## config.mk

```make
export PLATFORM = sky130hd
export DESIGN_NAME = optical_channel_selector_ctrl
export DESIGN_NICKNAME = d
export VERILOG_FILES = /design/src/rtl/osel_pkg.sv /design/src/rtl/osel_divider.sv /design/src/rtl/optical_channel_selector_ctrl.sv
export VERILOG_INCLUDE_DIRS = /design/src /design/src/rtl
export SDC_FILE = /design/constraint.sdc
export NUM_CORES = 1
export LEC_CHECK = 0
export ABC_AREA = 0
export BUFFER_PORTS_ARGS = -buffer_cell sky130_fd_sc_hd__buf_2
export CORE_MARGIN = 4
export CORE_UTILIZATION = 61
export CTS_CLUSTER_DIAMETER = 50
export DETAILED_ROUTE_END_ITERATION = 12
export MAX_ROUTING_LAYER = met4
export PLACE_DENSITY = 0.84
export SYNTH_ARGS = -nofsm -noshare
export SYNTH_HDL_FRONTEND = slang
export SYNTH_SLANG_ARGS = --single-unit
```

## constraint.sdc

```tcl
create_clock -name mclk -period 6.05 [get_ports mclk]
set_clock_uncertainty 0.05 [all_clocks]
set_input_delay 1.21 -clock mclk [delete_from_list [all_inputs] [get_ports mclk]]
set_output_delay 1.21 -clock mclk [all_outputs]
set_load 0.03 [all_outputs]
```

## src/rtl/osel_defines.svh

```systemverilog
// constants of the optical channel selector control
`ifndef OSEL_DEFINES_SVH
`define OSEL_DEFINES_SVH
`define OSEL_CLK_HZ 20000000
`define OSEL_SETTLE_MS 500
`define OSEL_SETTLE_CYC ((`OSEL_CLK_HZ / 1000) * `OSEL_SETTLE_MS)
`define OSEL_INIT_MS 1000
`define OSEL_INIT_CYC ((`OSEL_CLK_HZ / 1000) * `OSEL_INIT_MS)
`define OSEL_FLASH_HZ 2
`define OSEL_FLASH_CYC (`OSEL_CLK_HZ / `OSEL_FLASH_HZ)
`define OSEL_ADDR_CMD 4'h0
`define OSEL_ADDR_CHAN 4'h1
`define OSEL_ADDR_STAT 4'h2
`define OSEL_ADDR_IRQ 4'h3
`define OSEL_ADDR_MASK 4'h4
`define OSEL_CMD_CLOSE 2'h1
`define OSEL_CMD_OPEN 2'h2
`define OSEL_CMD_OPENALL 2'h3
`define OSEL_EV_DONE 0
`define OSEL_EV_MULTI 1
`define OSEL_EV_FAULT 2
`define OSEL_NEV 3
`endif

```

## src/rtl/osel_pkg.sv

```systemverilog
// types of the optical channel selector control
`default_nettype none
package osel_pkg;
  typedef enum logic [1:0] {
    ST_INIT = 2'h0,
    ST_IDLE = 2'h1,
    ST_BUSY = 2'h2
  } state_t;
  typedef struct packed {
    logic [1:0] op;
    logic [15:0] chans;
  } cmd_t;
endpackage
`default_nettype wire

```

## src/rtl/osel_divider.sv

```systemverilog
// divider giving a toggling level while run is high, held cleared otherwise
`timescale 1ns/1ns
`default_nettype none
module osel_divider #(
  parameter int unsigned HALF = 10
) (
  input wire logic mclk,
  input wire logic rst,
  input wire logic run,
  output logic wave
);
  logic [31:0] cnt_reg;
  always_ff @(posedge mclk) begin
    if (rst || !run) begin
      cnt_reg <= 32'h0;
      wave <= 1'b0;
    end else if (cnt_reg >= 32'(HALF - 1)) begin
      cnt_reg <= 32'h0;
      wave <= ~wave;
    end else begin
      cnt_reg <= cnt_reg + 32'h1;
    end
  end
endmodule // osel_divider
`default_nettype wire

```

## src/rtl/optical_channel_selector_ctrl.sv

```systemverilog
// optical channel selector control with avalon register slave
//
// The implementer's own choices: the Avalon-MM slave port and the register addresses.
`timescale 1ns/1ns
`default_nettype none
`include "osel_defines.svh"
module optical_channel_selector_ctrl #(
  parameter int unsigned NCHAN = 16,
  parameter int unsigned SETTLE_CYC = `OSEL_SETTLE_CYC,
  parameter int unsigned INIT_CYC = `OSEL_INIT_CYC,
  parameter int unsigned FLASH_HALF = `OSEL_FLASH_CYC / 2
) (
  // clock and reset
  input wire logic mclk,
  input wire logic rst,
  // avalon-mm slave
  input wire logic [3:0] avAddress,
  input wire logic avRead,
  input wire logic avWrite,
  input wire logic [31:0] avWriteData,
  output logic [31:0] avReadData,
  output logic avWaitRequest,
  // switch module
  input wire logic moduleFault,
  output logic [NCHAN-1:0] chanSelect,
  output logic chanValid,
  output logic busy,
  // lamp and interrupt
  output logic errLamp,
  output logic irq
);
  osel_pkg::state_t state_reg;
  osel_pkg::cmd_t cmd;
  logic [31:0] timer_reg;
  logic multiErr_reg;
  logic [2:0] irqStat_reg;
  logic [2:0] irqMask_reg;
  logic faultMeta_reg;
  logic fault_reg;
  logic fault_d_reg;
  logic flashWave;
  logic cmdWrite;
  logic oneHot;
  logic settleDone;
  logic [2:0] events;

  assign cmd.op = avWriteData[17:16];
  assign cmd.chans = avWriteData[15:0];
  // accept commands only while idle; writes are taken as one-cycle answers
  assign cmdWrite = avWrite && !avWaitRequest && avAddress == `OSEL_ADDR_CMD
                    && state_reg == osel_pkg::ST_IDLE && cmd.op != 2'h0;
  assign oneHot = cmd.chans != 16'h0 && (cmd.chans & (cmd.chans - 16'h1)) == 16'h0;
  assign settleDone = state_reg == osel_pkg::ST_BUSY && timer_reg == 32'h0;

  // fault pin synchroniser
  always_ff @(posedge mclk) begin
    if (rst) begin
      faultMeta_reg <= 1'b0;
      fault_reg <= 1'b0;
      fault_d_reg <= 1'b0;
    end else begin
      faultMeta_reg <= moduleFault;
      fault_reg <= faultMeta_reg;
      fault_d_reg <= fault_reg;
    end
  end

  // switch state machine
  always_ff @(posedge mclk) begin
    if (rst) begin
      state_reg <= osel_pkg::ST_INIT;
      timer_reg <= 32'h0;
      chanSelect <= '0;
    end else begin
      case (state_reg)
        osel_pkg::ST_INIT: begin
          chanSelect <= '0;
          if (timer_reg >= 32'(INIT_CYC - 1)) begin
            timer_reg <= 32'h0;
            state_reg <= osel_pkg::ST_IDLE;
          end else begin
            timer_reg <= timer_reg + 32'h1;
          end
        end
        osel_pkg::ST_IDLE: begin
          if (cmdWrite && cmd.op != 2'h0) begin
            timer_reg <= 32'(SETTLE_CYC - 1);
            state_reg <= osel_pkg::ST_BUSY;
            case (cmd.op)
              `OSEL_CMD_CLOSE: chanSelect <= oneHot ? cmd.chans[NCHAN-1:0] : '0;
              `OSEL_CMD_OPEN: begin
                if ((cmd.chans[NCHAN-1:0] & chanSelect) != '0) begin
                  chanSelect <= '0;
                end
              end
              `OSEL_CMD_OPENALL: chanSelect <= '0;
              default: chanSelect <= chanSelect;
            endcase
          end
        end
        osel_pkg::ST_BUSY: begin
          if (timer_reg == 32'h0) begin
            state_reg <= osel_pkg::ST_IDLE;
          end else begin
            timer_reg <= timer_reg - 32'h1;
          end
        end
        default: state_reg <= osel_pkg::ST_INIT;
      endcase
    end
  end

  // busy and valid flags
  always_ff @(posedge mclk) begin
    if (rst) begin
      busy <= 1'b1;
      chanValid <= 1'b0;
    end else begin
      busy <= state_reg != osel_pkg::ST_IDLE || cmdWrite;
      chanValid <= state_reg == osel_pkg::ST_IDLE && !cmdWrite && chanSelect != '0;
    end
  end

  // multi-close error: a non one-hot close sets it, any valid command clears it
  always_ff @(posedge mclk) begin
    if (rst) begin
      multiErr_reg <= 1'b0;
    end else if (cmdWrite && cmd.op == `OSEL_CMD_CLOSE && !oneHot) begin
      multiErr_reg <= 1'b1;
    end else if (cmdWrite && cmd.op != 2'h0) begin
      multiErr_reg <= 1'b0;
    end
  end

  osel_divider #(
    .HALF(FLASH_HALF)
  ) flashDiv (
    .mclk(mclk),
    .rst(rst),
    .run(multiErr_reg),
    .wave(flashWave)
  );

  // lamp: steady on fault, flashing on multi-close error
  always_ff @(posedge mclk) begin
    if (rst) begin
      errLamp <= 1'b0;
    end else begin
      errLamp <= fault_reg || (multiErr_reg && !flashWave);
    end
  end

  // sticky interrupt status, set wins over write-one clear
  assign events[`OSEL_EV_DONE] = settleDone;
  assign events[`OSEL_EV_MULTI] = cmdWrite && cmd.op == `OSEL_CMD_CLOSE && !oneHot;
  assign events[`OSEL_EV_FAULT] = fault_reg && !fault_d_reg;
  always_ff @(posedge mclk) begin
    if (rst) begin
      irqStat_reg <= 3'h0;
      irqMask_reg <= 3'h0;
    end else begin
      if (avWrite && !avWaitRequest && avAddress == `OSEL_ADDR_IRQ) begin
        irqStat_reg <= (irqStat_reg & ~avWriteData[2:0]) | events;
      end else begin
        irqStat_reg <= irqStat_reg | events;
      end
      if (avWrite && !avWaitRequest && avAddress == `OSEL_ADDR_MASK) begin
        irqMask_reg <= avWriteData[2:0];
      end
    end
  end
  always_ff @(posedge mclk) begin
    if (rst) begin
      irq <= 1'b0;
    end else begin
      irq <= (irqStat_reg & irqMask_reg) != 3'h0;
    end
  end

  // bus slave: one wait cycle per access
  always_ff @(posedge mclk) begin
    if (rst) begin
      avWaitRequest <= 1'b1;
    end else begin
      avWaitRequest <= !((avRead || avWrite) && avWaitRequest);
    end
  end
  always_ff @(posedge mclk) begin
    if (rst) begin
      avReadData <= 32'h0;
    end else if (avRead && avWaitRequest) begin
      case (avAddress)
        `OSEL_ADDR_CHAN: avReadData <= 32'(chanSelect);
        `OSEL_ADDR_STAT: avReadData <= {27'h0, fault_reg, multiErr_reg, chanValid,
                                         busy, state_reg == osel_pkg::ST_INIT};
        `OSEL_ADDR_IRQ: avReadData <= {29'h0, irqStat_reg};
        `OSEL_ADDR_MASK: avReadData <= {29'h0, irqMask_reg};
        default: avReadData <= 32'h0;
      endcase
    end
  end

  // helper: cycles since the lamp last changed while it should flash
  logic lampPrev_reg;
  logic [31:0] lampAge_reg;
  always_ff @(posedge mclk) begin
    if (rst) begin
      lampPrev_reg <= 1'b0;
      lampAge_reg <= 32'h0;
    end else begin
      lampPrev_reg <= errLamp;
      if (errLamp != lampPrev_reg || !multiErr_reg || fault_reg) begin
        lampAge_reg <= 32'h0;
      end else begin
        lampAge_reg <= lampAge_reg + 32'h1;
      end
    end
  end

  // checks on the switch, the lamp and the bus
  a_lamp_flash: assert property (@(posedge mclk) disable iff (rst)
    lampAge_reg <= 32'(FLASH_HALF))
    else $error("lamp stopped flashing");
  a_init_blocked: assert property (@(posedge mclk) disable iff (rst)
    state_reg == osel_pkg::ST_INIT |-> chanSelect == '0 && busy)
    else $error("switch not reset during init");
  a_multi_clear: assert property (@(posedge mclk) disable iff (rst)
    cmdWrite && !(cmd.op == `OSEL_CMD_CLOSE && !oneHot) |=> !multiErr_reg)
    else $error("valid command left error set");
  a_open_other: assert property (@(posedge mclk) disable iff (rst)
    cmdWrite && cmd.op == `OSEL_CMD_OPEN && (cmd.chans[NCHAN-1:0] & chanSelect) == '0
    |=> $stable(chanSelect))
    else $error("open of idle channel changed connection");
  a_one_conn: assert property (@(posedge mclk) disable iff (rst)
    (chanSelect & (chanSelect - NCHAN'(1))) == '0)
    else $error("more than one channel connected");
  a_busy_cmd: assert property (@(posedge mclk) disable iff (rst)
    cmdWrite |=> busy && !chanValid)
    else $error("connection valid while switching");
  a_done_sticky: assert property (@(posedge mclk) disable iff (rst)
    settleDone |=> irqStat_reg[`OSEL_EV_DONE])
    else $error("settle done not recorded");
  a_fault_irq: assert property (@(posedge mclk) disable iff (rst)
    events[`OSEL_EV_FAULT] |=> irqStat_reg[`OSEL_EV_FAULT])
    else $error("fault event not recorded");
  a_irq_level: assert property (@(posedge mclk) disable iff (rst)
    (irqStat_reg & irqMask_reg) != 3'h0 |=> irq)
    else $error("interrupt not raised");
  a_answer_next: assert property (@(posedge mclk) disable iff (rst)
    (avRead || avWrite) && avWaitRequest |=> !avWaitRequest)
    else $error("bus request not answered");
  a_wait_once: assert property (@(posedge mclk) disable iff (rst)
    !avWaitRequest |=> avWaitRequest)
    else $error("wait request low twice");
  a_close_connects: assert property (@(posedge mclk) disable iff (rst)
    cmdWrite && cmd.op == `OSEL_CMD_CLOSE && oneHot |=> chanSelect == $past(cmd.chans[NCHAN-1:0]))
    else $error("close did not connect channel");
  a_multi_resets: assert property (@(posedge mclk) disable iff (rst)
    cmdWrite && cmd.op == `OSEL_CMD_CLOSE && !oneHot |=> chanSelect == '0 && multiErr_reg)
    else $error("multi close did not reset");
  a_openall_reset: assert property (@(posedge mclk) disable iff (rst)
    cmdWrite && cmd.op == `OSEL_CMD_OPENALL |=> chanSelect == '0 && !multiErr_reg)
    else $error("open all did not reset");
  a_open_blocks: assert property (@(posedge mclk) disable iff (rst)
    cmdWrite && cmd.op == `OSEL_CMD_OPEN && (cmd.chans[NCHAN-1:0] & chanSelect) != '0
    |=> chanSelect == '0)
    else $error("open left channel connected");
  a_hold_conn: assert property (@(posedge mclk) disable iff (rst)
    !cmdWrite && state_reg != osel_pkg::ST_INIT |=> $stable(chanSelect))
    else $error("connection changed without command");
  a_busy_valid: assert property (@(posedge mclk) disable iff (rst)
    busy |-> !chanValid)
    else $error("valid while busy");
  a_settle_len: assert property (@(posedge mclk) disable iff (rst)
    cmdWrite |=> state_reg == osel_pkg::ST_BUSY && timer_reg == 32'(SETTLE_CYC - 1))
    else $error("settle timer wrong");
  a_fault_lamp: assert property (@(posedge mclk) disable iff (rst)
    fault_reg |=> errLamp)
    else $error("fault lamp not steady");
  a_lamp_off: assert property (@(posedge mclk) disable iff (rst)
    !fault_reg && !multiErr_reg |=> !errLamp)
    else $error("lamp lit without cause");
  c_close: cover property (@(posedge mclk) cmdWrite && cmd.op == `OSEL_CMD_CLOSE && oneHot);
  c_multi: cover property (@(posedge mclk) multiErr_reg && errLamp);
  c_valid: cover property (@(posedge mclk) chanValid);
  c_fault: cover property (@(posedge mclk) fault_reg && errLamp);
  c_open: cover property (@(posedge mclk) cmdWrite && cmd.op == `OSEL_CMD_OPEN);
endmodule // optical_channel_selector_ctrl
`default_nettype wire

```

### After elaboration in Yosys (flattened, before gate mapping)

Index checks and enable logic that the tools add are counted.

| operators by class | value |
|---|---|
| eq/ne operators | 16 |
| $lt $le $gt $ge | 2 |
| muxes and demuxes | 17 |
| reduce and logical (&&, ||, !) cells | 44 |
| bitwise operators | 8 |
| add/subtract/negate cells | 4 |

Operator list:

| cell | number |
|---|---|
| 32-bit two-way mux | 3 |
| 32-bit one-hot mux with 3 select lines | 1 |
| 32-bit by 1-bit adder with 32-bit output (second input constant) | 2 |
| 16-bit one-hot mux with 4 select lines | 1 |
| 16-bit two-way mux | 3 |
| 16-bit one-hot mux with 3 select lines | 1 |
| 16-bit nonzero test | 3 |
| 16-bit AND | 2 |
| 32-bit by 23-bit greater-or-equal comparator with 1-bit output (second input constant) | 1 |
| 32-bit by 25-bit greater-or-equal comparator with 1-bit output (second input constant) | 1 |
| 32-bit zero test | 1 |
| 16-bit one-hot mux with 2 select lines | 1 |
| 32-bit by 1-bit subtractor with 32-bit output (second input constant) | 1 |
| 1-bit logical AND | 17 |
| 16-bit zero test | 1 |
| 16-bit by 1-bit subtractor with 16-bit output (second input constant) | 1 |
| 4-bit by 2-bit == test with 1-bit output (second input constant) | 2 |
| 1-bit zero test | 7 |
| 3-bit AND | 2 |
| 2-bit == test (second input constant) | 3 |
| 2-bit two-way mux | 3 |
| 2-bit != test (second input constant) | 3 |
| 3-bit bitwise OR | 2 |
| 2-bit one-hot mux with 3 select lines | 1 |
| other kinds (18) | 28 |

| word-level totals | value |
|---|---|
| output and inout port bits | 53 |
| register bits | 130 |

### Logic depth before layout (Yosys ltp)

| depth | value |
|---|---|
| word-level depth | 9 |
| mapped depth | 9 |
| gate-level depth less buffers | 9 |

### Cells and area by module

Synthesis repeated with hierarchy kept, for this count alone.

| second synthesis, totals | value |
|---|---|
| cell total of the unflattened synthesis | 763 |
| area, all modules | 6411.1 um^2 |

By module, submodules not included:

| module | cells each | seq. area each (um^2) | area an instance (um^2) | instances |
|---|---|---|---|---|
| optical_channel_selector_ctrl | 619 | 1621.6 | 5038.6 | 1 |
| osel_divider | 144 | 660.6 | 1372.6 | 1 |

### Least setup slack after synthesis

Ideal clock, no wire load.

| path | value |
|---|---|
| path kind | input port to flip-flop |
| start point | in avAddress[1] |
| end point | reg timer_reg[26] |
| buffers on the path | 1 |
| setup time | 0.128 ns |
| required time | 5.872 ns |
| data arrival time | 3.075 ns |
| stages | 8 |
| setup slack | 2.797 ns |
| cell sequence | or4b_1 o41ai_1 nand2b_1 a21oi_2 clkbuf_1 o21ai_0 a21oi_1 nor2_1 |

| on the way | value |
|---|---|
| cells in the longest elaborated chain, start to end | 7 |

RTL lines:

| element | line | text |
|---|---|---|
| start: declaration | optical_channel_selector_ctrl.sv:17 | `input wire logic [3:0] avAddress,` |
| 4-bit zero test (no source line) | -- |  |
| 1-bit logical AND (no source line) | -- |  |
| 1-bit logical AND (2 in a row) | optical_channel_selector_ctrl.sv:50 | `` assign cmdWrite = avWrite && !avWaitRequest && avAddress == `OSEL_ADDR_CMD `` |
| 1-bit logical AND | optical_channel_selector_ctrl.sv:86 | `if (cmdWrite && cmd.op != 2'h0) begin` |
| 2-bit != test (no source line) | -- |  |
| 3-bit AND reduction (no source line) | -- |  |
| end signal: assignment | optical_channel_selector_ctrl.sv:82 | `timer_reg <= timer_reg + 32'h1;` |
| end signal: assignment | optical_channel_selector_ctrl.sv:87 | `timer_reg <= 32'(SETTLE_CYC - 1);` |
| end signal: assignment | optical_channel_selector_ctrl.sv:105 | `timer_reg <= timer_reg - 32'h1;` |
| end: declaration | optical_channel_selector_ctrl.sv:34 | `logic [31:0] timer_reg;` |

Every way passes these cells.
A chain may end at the register's enable or synchronous reset.

### Final worst setup path

| path | value |
|---|---|
| start point | in avAddress[1] |
| end point | reg timer_reg[6] |

The elaborated chain is that of the path after synthesis.

==> results_dict.tcl <==
set metrics [dict create \
    status "finished clean" \
    maxCapViolCount 0 \
    final_cell_count_no_fill 953 \
    layout-drive-gt1-share_pct 14.0 \
    synth_top_flop_cell "dfxtp_1" \
    arrival_ps 3990 \
    finalMaxSlewViolations 0 \
    avgSynthCellArea_um2 8.07 \
    criticalPathCategory "input pin to flop" \
    max-clock-path-buffers 2 \
    holdBufCountCts 0 \
    rsz0062_at_grt "no" \
    yosys-top-cells-count "114 x dfxtp_1, 98 x nor2_1, 55 x nand2_1" \
    worst_pin_slew_ps 1100 \
    drtIter0Drc 849 \
    finalSetupViolations 0 \
    pwr_density_cell_nw_per_um2 266 \
    final_core_util_pct 71.7 \
    grt_overflow_total 0 \
    syn-instance-count 755 \
    ir_worst_vdd_uv 161 \
    core_um2 9730 \
    cp-start-kind "input pin" \
    yosysTopAreaCellShare_pct 37.5 \
    fp-row-count 36 \
    clk_pin_slew_ps 60 \
    yosysUniqueCellTypes 70 \
    grt_max_degree 53 \
    synthArstFlopShare_pct 0 \
    leakage_nw 2.70 \
    synthTopCellsByArea "dfxtp_1 37%, nor2_1 6.0%, xnor2_1 3.7%, a21oi_1 3.7%, o21ai_0 3.5%" \
    synth_edf_count 0 \
    dp_hpwl_mm 11.5 \
    synth_warnings 0 \
    start_util_pct 62.6 \
    syn_area_um2 6090 \
    critPathMaxFanout 14 \
    numCtsBuffers 17 \
    reg2reg_slack_ps 2900 \
    io_buffers 63 \
    post_cts_resized 0 \
    yosysTopAreaCell "dfxtp_1" \
    hold_viol 0 \
    min_path_cells 1 \
    die_w_um 108 \
    numClockSinks 114 \
    fin_hold_ws_ps 408 \
    globalplace.congestion 0.994 \
    cts_setup_buffers 0 \
    synth_seq_area_share_pct 37.5 \
    via_per_inst 6.46 \
    areaGrowthSynthToFinish_pct 14.5 \
    routed-via-count 6157 \
    synthMostInstantiatedCell "dfxtp_1" \
    diodes 0 \
    slowest_stage "a21oi_2" \
    cts_tree "done" \
    r2r-end "timer_reg[6]$_SDFFE_PP0P_" \
    clockRootBuffer "clkbuf_8" \
    routedWlPerCell_um 18.1 \
    grt.total_usage_pct 30.6 \
    hold_end "fault_reg$_SDFF_PP0_" \
    antenna_found_initial 0 \
    grt_pass1_wl_mm 28.1 \
    max_stage_delay_ps 620 \
    cp.required_ps 6400 \
    ys_seq_elements 114 \
    setup.worst_path.end_class "flop" \
    die_h_um 108 \
    hp-start "faultMeta_reg$_SDFF_PP0_" \
    r2r_start "timer_reg[8]$_SDFFE_PP0P_" \
    n_fill_cell 743 \
    postRouteWirelength_mm 17.3 \
    period_minus_slack_ps 3640 \
    clock_latency_ps 520 \
    hold_class "flop to flop" \
    post-route-period-util_pct 60.2 \
    grt_pass1_vias 5825 \
    relSlewSlack_pct 25.9 \
    dp_cells 923 \
    layout.nets 858 \
    finalPower_w 0.00185 \
    num_io_pins 94 \
    setup-tns-final_ps 0 \
    die-area_um2 11700 \
    max_freq_mhz 275 \
    path_cells "buf_2, or4b_1, o41ai_1, nand2b_1, nand2b_2, a21oi_2, o311a_1, nor3_1" \
    antenna_left 0 \
    drc 0 \
    reg2regPathDepth 7 \
    h-tree-depth 4 \
    dr.pass1.iters 9 \
]
## how the worst max path moves through the flow
| stage | depth (start not counted) | endpoint | slack, ps | from |
|---|---|---|---|---|
| CTS | 8 | timer_reg[6]$_SDFFE_PP0P_ | 2450 | avAddress[1] |
| global placement | 8 | timer_reg[20]$_SDFFE_PP0P_ | 1980 | avAddress[1] |
| finish | 8 | timer_reg[6]$_SDFFE_PP0P_ | 2410 | avAddress[1] |
| floorplan | 8 | timer_reg[26]$_SDFFE_PP0P_ | 2800 | avAddress[1] |
| global route | 8 | timer_reg[12]$_SDFFE_PP0P_ | 2080 | avAddress[1] |
| detailed placement | 8 | timer_reg[6]$_SDFFE_PP0P_ | 1950 | avAddress[1] |
## final cells by class
cell class | instances | area, um2 | share of cell area [%]
Clock buffer | 21 | 459 | 6.58
Clock inverter | 9 | 108 | 1.54
Inverter | 20 | 75.1 | 1.08
Multi-Input combinational cell | 588 | 3530 | 50.6
Sequential cell | 114 | 2280 | 32.7
Tap cell | 133 | 166 | 2.39
Timing Repair Buffer | 68 | 353 | 5.06
## cell usage in the layout (no fill, tap or decap), drive strengths merged, types with 16 or more instances in the layout
master,n
inv,19
nor2,98
nand3,32
conb,25
a22o,22
nor3,37
xnor2,26
a21oi,47
o21ai,42
clkbuf,21
dfxtp,114
nand2,55
nand4,16
nor4,19
a22oi,20
buf,68
## logic make-up after synthesis
| kind of cell | Yosys count | synth area share [%] |
|---|---|---|
| buf+inv | 77 | 6.02 |
| mux | 4 | 0.657 |
| xor+xnor | 41 | 5.89 |
| compound gates | 191 | 21.5 |
| simple gates | 317 | 26.5 |
| flops | 114 | 37.5 |
| other cells | 1 | 0.0616 |
| fa+ha+maj | 10 | 1.97 |
## layer usage
layer	share of wire, %	track usage (%)
met1	40	39.5
met4	3.1	12.4
met3	11	6.51
met2	46	47.0
met5	0	-
## worst max-delay path, delay by kind of cell
kind,cells,cell delay [ps]
and+or+nand+nor,4,1300
buffers and inverters,1,170
AOI/OAI and AO/OA,3,1290
## metrics by stage
step | setup WS (ps) | instance area (um2)
after CTS | 2450 | 6980
after floorplan | 2800 | 6180
after global placement | 1980 | 6410
after global routing | 2080 | 6980
final | 2410 | 6980
after detailed placement | 1950 | 6410
## power by group
part	internal [W]	switching, W
clock network	0.000611	0.000345
logic	0.0000392	0.0000905
registers	0.000759	0.00000815
Note: power is estimated with default switching activity, not from simulation.
